<file path="config.mk">
export PLATFORM = sky130hd
export DESIGN_NAME = clock_select_top
export DESIGN_NICKNAME = d
export VERILOG_FILES = /design/src/osc_edge_tick.v /design/src/cpu_step_gen.v /design/src/clock_select_top.v
export VERILOG_INCLUDE_DIRS = /design/src /design/src/src
export SDC_FILE = /design/constraint.sdc
export NUM_CORES = 1
export LEC_CHECK = 0
export ABC_AREA = 1
export BUFFER_PORTS_ARGS = -buffer_cell sky130_fd_sc_hd__buf_4
export CAP_MARGIN = 10
export CORE_ASPECT_RATIO = 1.4
export CORE_MARGIN = 10
export CORE_UTILIZATION = 30
export DETAILED_ROUTE_END_ITERATION = 8
export MAX_ROUTING_LAYER = met4
export PLACE_DENSITY_LB_ADDON = 0.08
export SLEW_MARGIN = 10
export SYNTH_ARGS = -nofsm -noshare
export SYNTH_HDL_FRONTEND = slang
export SYNTH_HIERARCHICAL = 1
export SYNTH_SLANG_ARGS = --single-unit
</file>
<file path="constraint.sdc">
create_clock -name i_mclk -period 1.58 [get_ports i_mclk]
set_clock_uncertainty 0.05 [all_clocks]
set_input_delay 0.079 -clock i_mclk [delete_from_list [all_inputs] [get_ports i_mclk]]
set_output_delay 0.079 -clock i_mclk [all_outputs]
set_load 0.1 [all_outputs]
</file>
<file path="src/clkgen_map.vh">
// register map, field positions, reset values and counts of the cpu clock selector
`ifndef CLKGEN_MAP_VH
`define CLKGEN_MAP_VH

// ======================================================================
// byte addresses
`define SUBOSC_MODE_ADDR     16'hFFF0
`define SUBCLK_CTRL_ADDR     16'hFFF2
`define PROC_CLK_CTRL_ADDR   16'hFFFB

// ======================================================================
// reset values
`define SUBOSC_MODE_RST      8'h00
`define SUBCLK_CTRL_RST      8'h00
`define PROC_CLK_CTRL_RST    8'h02

// ======================================================================
// field positions
`define MAIN_OSC_STOP_BIT    7
`define MAIN_DIV_SEL_BIT     1
`define CLK_STATUS_BIT       5
`define SUBCLK_SEL_BIT       4
`define FB_RES_OFF_BIT       1
`define SUB_OSC_STOP_BIT     0

// ======================================================================
// writable masks, all other bits read as zero except bit 5 of the sub clock control, the live source status
`define PROC_CLK_CTRL_MASK   8'h82
`define SUBOSC_MODE_MASK     8'h03
`define SUBCLK_CTRL_MASK     8'h10

// ======================================================================
// timing counts
`define MAIN_DIV_RATIO       3'h4
`define SUB_DIV_RATIO        3'h2
`define STEP_CPU_CLOCKS      2
`define STAB_WAIT_BITS       15

`endif

</file>
<file path="src/osc_edge_tick.v">
// rising-edge tick of one sampled oscillator, gated by its enable
`timescale 1ns/1ps
module osc_edge_tick (
    input  wire i_mclk,
    input  wire i_reset,
    input  wire i_osc,
    input  wire i_enable,
    output reg  o_tick
);

// ======================================================================
// edge detect
reg prev_q;

// a stopped oscillator yields no ticks even if the pin still toggles
always @(posedge i_mclk) begin
    if (i_reset) begin
        prev_q <= 1'b0;
        o_tick <= 1'b0;
    end else begin
        prev_q <= i_osc;
        o_tick <= i_enable & i_osc & ~prev_q;
    end
end

endmodule

</file>
<file path="src/cpu_step_gen.v">
// cpu clock ticks and instruction step pulses from the selected source
`timescale 1ns/1ps
`include "clkgen_map.vh"
module cpu_step_gen (
    input  wire i_mclk,
    input  wire i_reset,
    input  wire i_main_tick,
    input  wire i_sub_tick,
    input  wire i_run,
    input  wire i_sel_sub,
    input  wire i_sel_div,
    output reg  o_cpu_tick,
    output reg  o_cpu_step
);

// ======================================================================
// prescaler
reg  [2:0] pre_q;
reg  [1:0] sel_q;
reg        half_q;
wire       src_tick;
wire [2:0] ratio;
wire       sel_chg;

// both bits set acts as sub clock over two
assign src_tick = i_sel_sub ? i_sub_tick : i_main_tick;
assign ratio    = i_sel_sub ? `SUB_DIV_RATIO : (i_sel_div ? `MAIN_DIV_RATIO : 3'h1);
assign sel_chg  = (sel_q != {i_sel_sub, i_sel_div});

// counters restart on a switch, so no short period
// a step is two cpu clock periods
always @(posedge i_mclk) begin
    if (i_reset) begin
        pre_q      <= 3'h0;
        sel_q      <= 2'h1;
        half_q     <= 1'b0;
        o_cpu_tick <= 1'b0;
        o_cpu_step <= 1'b0;
    end else begin
        sel_q      <= {i_sel_sub, i_sel_div};
        o_cpu_tick <= 1'b0;
        o_cpu_step <= 1'b0;
        if (sel_chg || !i_run) begin
            pre_q  <= 3'h0;
            half_q <= 1'b0;
        end else if (src_tick) begin
            if (pre_q == ratio - 3'h1) begin
                pre_q      <= 3'h0;
                o_cpu_tick <= 1'b1;
                half_q     <= ~half_q;
                o_cpu_step <= half_q;
            end else begin
                pre_q <= pre_q + 3'h1;
            end
        end
    end
end

endmodule

</file>
<file path="src/clock_select_top.v">
// cpu clock selector with two oscillator controls and three control registers
`timescale 1ns/1ps
`include "clkgen_map.vh"
module clock_select_top #(
    parameter STAB_BITS = `STAB_WAIT_BITS
) (
    input  wire        i_mclk,
    input  wire        i_reset,
    input  wire        i_main_osc_in,
    input  wire        i_sub_osc_in,
    input  wire        i_stop_mode,
    input  wire [15:0] i_addr,
    input  wire        i_byte_we,
    input  wire [7:0]  i_wdata,
    input  wire        i_bit_we,
    input  wire [2:0]  i_bit_sel,
    input  wire        i_bit_val,
    input  wire        i_rd_en,
    output reg  [7:0]  o_rdata,
    output reg         o_main_osc_en,
    output reg         o_sub_osc_en,
    output reg         o_feedback_resistor_off,
    output reg         o_cpu_run,
    output wire        o_cpu_tick,
    output wire        o_cpu_step
);

// ======================================================================
// registers and state
reg  [7:0]           proc_clk_ctrl_q;
reg  [7:0]           subosc_mode_q;
reg  [7:0]           subclk_ctrl_q;
reg                  cur_sub_q;
reg                  cur_div_q;
reg  [STAB_BITS-1:0] stab_cnt_q;
reg                  stab_done_q;
reg  [7:0]           proc_clk_ctrl_d;
reg  [7:0]           subosc_mode_d;
reg  [7:0]           subclk_ctrl_d;
reg  [7:0]           rdata_d;
reg  [1:0]           sw_state_q;
wire                 main_tick;
wire                 sub_tick;
wire                 wr_any;
wire                 want_sub;
wire                 want_div;
wire                 can_apply;
wire                 sel_differs;
wire                 at_boundary;
wire [1:0]           osc_pin;
wire [1:0]           osc_en;
wire [1:0]           osc_tick;

// byte write replaces, bit write changes one bit
function [7:0] merged;
    input [7:0] old;
    input [7:0] mask;
    input       byte_we;
    input [7:0] wdata;
    input [2:0] sel;
    input       val;
    reg   [7:0] tmp;
    begin
        tmp = old;
        if (byte_we)
            tmp = wdata;
        else
            tmp[sel] = val;
        merged = tmp & mask;
    end
endfunction

assign wr_any = i_byte_we | i_bit_we;

// ======================================================================
// register decode, shared by the write and read paths
localparam [1:0] REG_NONE   = 2'h0;
localparam [1:0] REG_PROC   = 2'h1;
localparam [1:0] REG_SUBOSC = 2'h2;
localparam [1:0] REG_SUBCLK = 2'h3;

// selection switch states
localparam [1:0] SW_HOLD    = 2'h0;
localparam [1:0] SW_PEND    = 2'h1;

// unmapped addresses fall to none, so they neither write nor read back
function [1:0] reg_index;
    input [15:0] addr;
    begin
        case (addr)
            `PROC_CLK_CTRL_ADDR: reg_index = REG_PROC;
            `SUBOSC_MODE_ADDR:   reg_index = REG_SUBOSC;
            `SUBCLK_CTRL_ADDR:   reg_index = REG_SUBCLK;
            default:             reg_index = REG_NONE;
        endcase
    end
endfunction

// ======================================================================
// oscillator ticks, only while enabled
// bit 0 is the main oscillator, bit 1 the sub oscillator
assign osc_pin   = {i_sub_osc_in, i_main_osc_in};
assign osc_en    = {o_sub_osc_en, o_main_osc_en};
assign main_tick = osc_tick[0];
assign sub_tick  = osc_tick[1];

genvar gi;
generate
    for (gi = 0; gi < 2; gi = gi + 1) begin : g_osc
        osc_edge_tick u_tick (
            .i_mclk   (i_mclk),
            .i_reset  (i_reset),
            .i_osc    (osc_pin[gi]),
            .i_enable (osc_en[gi]),
            .o_tick   (osc_tick[gi])
        );
    end
endgenerate

// ======================================================================
// register next values
// reserved bits masked off
always @* begin
    proc_clk_ctrl_d = proc_clk_ctrl_q;
    subosc_mode_d   = subosc_mode_q;
    subclk_ctrl_d   = subclk_ctrl_q;
    if (wr_any) begin
        case (reg_index(i_addr))
            REG_PROC: begin
                proc_clk_ctrl_d = merged(proc_clk_ctrl_q, `PROC_CLK_CTRL_MASK, i_byte_we,
                                         i_wdata, i_bit_sel, i_bit_val);
                // main stop set only under sub
                // a pending switch back to main blocks it too, else main dies under the cpu
                if (!cur_sub_q || !want_sub)
                    proc_clk_ctrl_d[`MAIN_OSC_STOP_BIT] = proc_clk_ctrl_d[`MAIN_OSC_STOP_BIT] &
                                                          proc_clk_ctrl_q[`MAIN_OSC_STOP_BIT];
            end
            // only this register stops the sub oscillator
            REG_SUBOSC: begin
                subosc_mode_d = merged(subosc_mode_q, `SUBOSC_MODE_MASK, i_byte_we,
                                       i_wdata, i_bit_sel, i_bit_val);
            end
            // status bit not writable, mask drops it
            REG_SUBCLK: begin
                subclk_ctrl_d = merged(subclk_ctrl_q, `SUBCLK_CTRL_MASK, i_byte_we,
                                       i_wdata, i_bit_sel, i_bit_val);
            end
            default: begin
                subclk_ctrl_d = subclk_ctrl_q;
            end
        endcase
    end
end

// ======================================================================
// register writes
// reset values
always @(posedge i_mclk) begin
    if (i_reset) begin
        proc_clk_ctrl_q <= `PROC_CLK_CTRL_RST;
        subosc_mode_q   <= `SUBOSC_MODE_RST;
        subclk_ctrl_q   <= `SUBCLK_CTRL_RST;
    end else begin
        proc_clk_ctrl_q <= proc_clk_ctrl_d;
        subosc_mode_q   <= subosc_mode_d;
        subclk_ctrl_q   <= subclk_ctrl_d;
    end
end

// ======================================================================
// register reads, one cycle latency
// live source status in bit 5
always @* begin
    rdata_d = o_rdata;
    if (i_rd_en) begin
        case (reg_index(i_addr))
            REG_PROC:   rdata_d = proc_clk_ctrl_q;
            REG_SUBOSC: rdata_d = subosc_mode_q;
            REG_SUBCLK: rdata_d = subclk_ctrl_q | {2'h0, cur_sub_q, 5'h00};
            default:    rdata_d = 8'h00;
        endcase
    end
end

// read data holds until the next read
always @(posedge i_mclk) begin
    if (i_reset) begin
        o_rdata <= 8'h00;
    end else begin
        o_rdata <= rdata_d;
    end
end

// ======================================================================
// oscillator enables
// stop mode or stop bit halts main oscillator
// sub oscillator off when bit 0 set
always @(posedge i_mclk) begin
    if (i_reset) begin
        o_main_osc_en           <= 1'b0;
        o_sub_osc_en            <= 1'b0;
        o_feedback_resistor_off <= 1'b0;
    end else begin
        o_main_osc_en           <= ~proc_clk_ctrl_q[`MAIN_OSC_STOP_BIT] & ~i_stop_mode;
        o_sub_osc_en            <= ~subosc_mode_q[`SUB_OSC_STOP_BIT];
        o_feedback_resistor_off <= subosc_mode_q[`FB_RES_OFF_BIT];
    end
end

// ======================================================================
// stabilisation wait after reset, counted in main oscillator periods
// cpu held until 2^15 main ticks seen
always @(posedge i_mclk) begin
    if (i_reset) begin
        stab_cnt_q  <= {STAB_BITS{1'b0}};
        stab_done_q <= 1'b0;
        o_cpu_run   <= 1'b0;
    end else begin
        if (!stab_done_q && main_tick) begin
            stab_cnt_q <= stab_cnt_q + {{(STAB_BITS-1){1'b0}}, 1'b1};
            if (&stab_cnt_q)
                stab_done_q <= 1'b1;
        end
        o_cpu_run <= stab_done_q;
    end
end

// ======================================================================
// applied selection
assign want_sub = subclk_ctrl_q[`SUBCLK_SEL_BIT];
assign want_div = proc_clk_ctrl_q[`MAIN_DIV_SEL_BIT];
assign sel_differs = (want_sub != cur_sub_q) | (want_div != cur_div_q);
assign at_boundary = o_cpu_step | ~o_cpu_run;
// a switch waits for the target oscillator, so the cpu never switches onto a dead clock
assign can_apply   = want_sub ? o_sub_osc_en :
                     (o_main_osc_en & ~proc_clk_ctrl_q[`MAIN_OSC_STOP_BIT] & stab_done_q);

// new setting taken at the end of a step
// stop bit cannot halt main while still selected, stop mode still can
always @(posedge i_mclk) begin
    if (i_reset) begin
        sw_state_q <= SW_HOLD;
        cur_sub_q  <= 1'b0;
        cur_div_q  <= 1'b1;
    end else begin
        case (sw_state_q)
            SW_HOLD: begin
                if (sel_differs)
                    sw_state_q <= SW_PEND;
            end
            // software may take the request back before it is applied
            SW_PEND: begin
                if (!sel_differs) begin
                    sw_state_q <= SW_HOLD;
                end else if (at_boundary && can_apply) begin
                    cur_sub_q  <= want_sub;
                    cur_div_q  <= want_div;
                    sw_state_q <= SW_HOLD;
                end
            end
            default: begin
                sw_state_q <= SW_HOLD;
            end
        endcase
    end
end

// ======================================================================
// cpu clock and step generation
// glitch free switching inside the generator
cpu_step_gen u_step (
    .i_mclk      (i_mclk),
    .i_reset     (i_reset),
    .i_main_tick (main_tick),
    .i_sub_tick  (sub_tick),
    .i_run       (o_cpu_run),
    .i_sel_sub   (cur_sub_q),
    .i_sel_div   (cur_div_q),
    .o_cpu_tick  (o_cpu_tick),
    .o_cpu_step  (o_cpu_step)
);

endmodule

</file>
==> flow_summary.yaml <==
cts:
  cts_max_path_buffers: 2
  cts_made_buffers: 5
  clk_pin_slew_ps: 80
  cts_tree: "yes"
  cts-root-buf: "clkbuf_8"
  clock-sinks: 45
  post_cts_resized: 0
  clk_latency_ps: 300
  h-tree-depth: 2
placement:
  io_buffers: 42
  dp.cells: 474
  post-dp-hpwl_um: 4320
  place.gp.congestion: 0.820
yosys:
  syn_area_um2: 2380
  synthSimpleGateAreaFrac: 0.405
  yosys-mux-area-fraction: 0
  synthXorXnorAreaFrac: 0.0147
  synthAdderAreaFrac: 0.0157
  synth_seq_cells: 45
  yosysTopAreaCell: "dfxtp_1"
  ys.flop_type: "dfxtp_1"
  ys_seq_area_frac: 0.378
  synth-compound-area-share: 0.0860
  synth.distinct_cells: 37
  ys_top_cells_by_area: "dfxtp_1, nand2_1, inv_1, nor2_1, nand3_1"
  synthCells: 336
  synth_area_per_cell_um2: 7.10
  synth_top_area_frac: 0.378
  ys_warn_count: 6
  synthArstFlopShare: 0
  synth_top_family_by_area: "simple AND/OR/NAND/NOR gates"
  synth_edf_count: 0
timing:
  finalMaxSlewViolations: 0
  setup_viol: 0
  hold_violations: 0
  post-route-period-util: 0.916
  grt_setup_unrepaired: "no"
  finalSetupTns_ps: 0
  whs_ps: 35.4
  fin_crit_ps: 1450
  fmax_mhz: 691
  relSlewSlack: 0.618
  worst_pin_slew_ps: 572
pwr:
  ir_worst_vdd_uv: 375
  p_per_area_nw_per_um2: 739
  p_leak_uw: 0.00129
  total_power_uw: 2170
  p_seq_frac: 0.529
  swShare: 0.251
  comb_power_share: 0.105
  intPower_uw: 1620
  power_switching_uw: 545
  clkPwrFrac: 0.366
critical_path:
  crit_required_ps: 1730
  reg2reg_from: "stab_cnt_q[1]"
  start_kind: "flop"
  end_kind: "flop"
  critical_path_class: "reg -> reg"
  cp-startpoint: "stab_cnt_q[1]"
  arrival_ps: 1590
  cp_max_fo: 5
route:
  highest_layer: "met4"
  wl_met2_um: 2890
  wirelength_um: 5430
  m1WireLength_um: 2230
  post-route-drc-count: 0
  ant_nets: 0
  dr_wl_met3_um: 245
  via_per_inst: 4.38
  routedWlPerCell_um: 11.2
  dr_total_vias: 2125
  drt_first_pass_iters: 4
  drtIter0Drc: 68
floorplanning:
  die_area_um2: 12000
  coreArea_um2: 7750
  die_h_um: 125
  start_util: 0.308
  fp.dieW_um: 95.4
  row_count: 38
  ios: 50
run:
  cap_viol_max_count: 0
global_routing:
  grt_use_total: 0.0970
  grt_max_degree: 22
  grt_pass1_wl_um: 9320
  antenna_found_initial: 0
  gr-total-overflow: 0
  grt_pass1_vias: 2089
worst_hold_path:
  worstHoldStart: "i_rd_en"
  hold_class: "in -> reg"
cells_and_area:
  seq_area_um2: 906
  multi_input_area_um2: 1250
  stdcell_count: 485
  fin_nets: 423
  n_fill_cell: 838
  syn2layout_area_growth_pct: 23.1
  drive_gt1_frac: 0.255
  antenna_cells: 0
status:
  status: "complete, no violations"
## cells in the final DEF (no fill, tap or decap), types with 3 or more instances in the layout
cell type	synthesis	final
a21oi_1	18	18
buf_4	3	43
clkbuf_8	0	7
conb_1	1	3
dfxtp_1	45	41
dfxtp_2	0	4
dlygate4sd3_1	0	3
ha_1	3	3
inv_1	49	49
inv_2	3	3
nand2_1	69	69
nand2_2	8	8
nand2_4	3	3
nand3_1	27	27
nand3_2	4	4
nand4_1	10	10
nor2_1	37	37
nor2_2	10	10
nor2_4	7	7
o21ai_0	12	12
xor2_1	3	3
## cell usage after synthesis, drive strengths merged, types with 3 or more instances
master   n
or2      3
nand3   32
o21ai   14
nor3     3
dfxtp   45
nor2    54
nand2   80
a21oi   19
inv     52
buf      7
xor2     3
nand4   10
ha       3
## critical path: stages (launching register included)
cell,delay [ps]
dfxtp_1,370
ha_1,220
nand3_2,110
nor2_4,160
nand3_2,100
nor2_2,140
nand3_1,80
nand2_1,60
nor2_1,50
## metrics by stage
step	area, um^2	worst slack [ps]	util
detailed placement	2800	127	0.362
finish	2940	133	0.379
global route	2940	16.8	0.379
global placement	2800	171	0.362
CTS	2940	116	0.379
floorplan	2400	193	-
## timing repair
item,4_1_cts,5_1_grt
hold buffers,3,0
endpoints found under the hold margin,5,0
setup buffers,0,0
## sequential cells by signal, summed over array words and instances, names as in the netlist
register / count
cur_div_q: 1
cur_sub_q: 1
g_osc.u_tick/o_tick: 2
g_osc.u_tick/prev_q: 2
o_cpu_run: 1
o_feedback_resistor_off: 1
o_main_osc_en: 1
o_rdata: 5
o_sub_osc_en: 1
proc_clk_ctrl_q: 2
stab_cnt_q: 15
stab_done_q: 1
subclk_ctrl_q: 1
subosc_mode_q: 2
sw_state_q: 1
u_step/half_q: 1
u_step/o_cpu_step: 1
u_step/o_cpu_tick: 1
u_step/pre_q: 3
u_step/sel_q: 2
## layer usage
metal / vias up / track usage
met5: - / -
met1: 943 / 0.0986
met2: 26 / 0.173
li1: 1150 / -
met4: 0 / 0.0265
met3: 6 / 0.0281
## path summary, 6_finish.rpt
path | to | slack (ps) | depth (start not counted)
max | stab_cnt_q[14] | 130 | 8
max reg2reg | stab_cnt_q[14] | 130 | 8
min | o_rdata[1] | 40 | 3
min reg2reg | o_feedback_resistor_off | 400 | 2
## cell families (layout without fill, tap and decap cells)
family                   after synthesis  count (layout)
flip-flops                            45              45
AND/OR/NAND/NOR                      186             186
buffers and inverters                 59             106
AO/OA/AOI/OAI                         38              38
other                                  1               3
adder cells (fa/ha/maj)                3               3
XOR/XNOR                               4               4
## final cells by class
| cell class | count | share of cell area |
|---|---|---|
| Clock inverter | 1 | 0.00171 |
| Timing Repair Buffer | 46 | 0.120 |
| Multi-Input combinational cell | 234 | 0.428 |
| Clock buffer | 7 | 0.0328 |
| Sequential cell | 45 | 0.309 |
| Inverter | 52 | 0.0665 |
| Tap cell | 100 | 0.0426 |
## power groups by stage
| stage | Sequential, uW | Clock, uW | Combinational, uW |
|---|---|---|---|
| 2_1_floorplan | 1190 | 0 | 118 |
| 3_3_place_gp | 1170 | 0 | 223 |
| 3_5_place_dp | 1170 | 0 | 225 |
| 4_1_cts | 1150 | 822 | 231 |
| 5_1_grt | 1150 | 862 | 253 |
| 6_report | 1150 | 794 | 227 |
(Power assumes the default switching activity.)
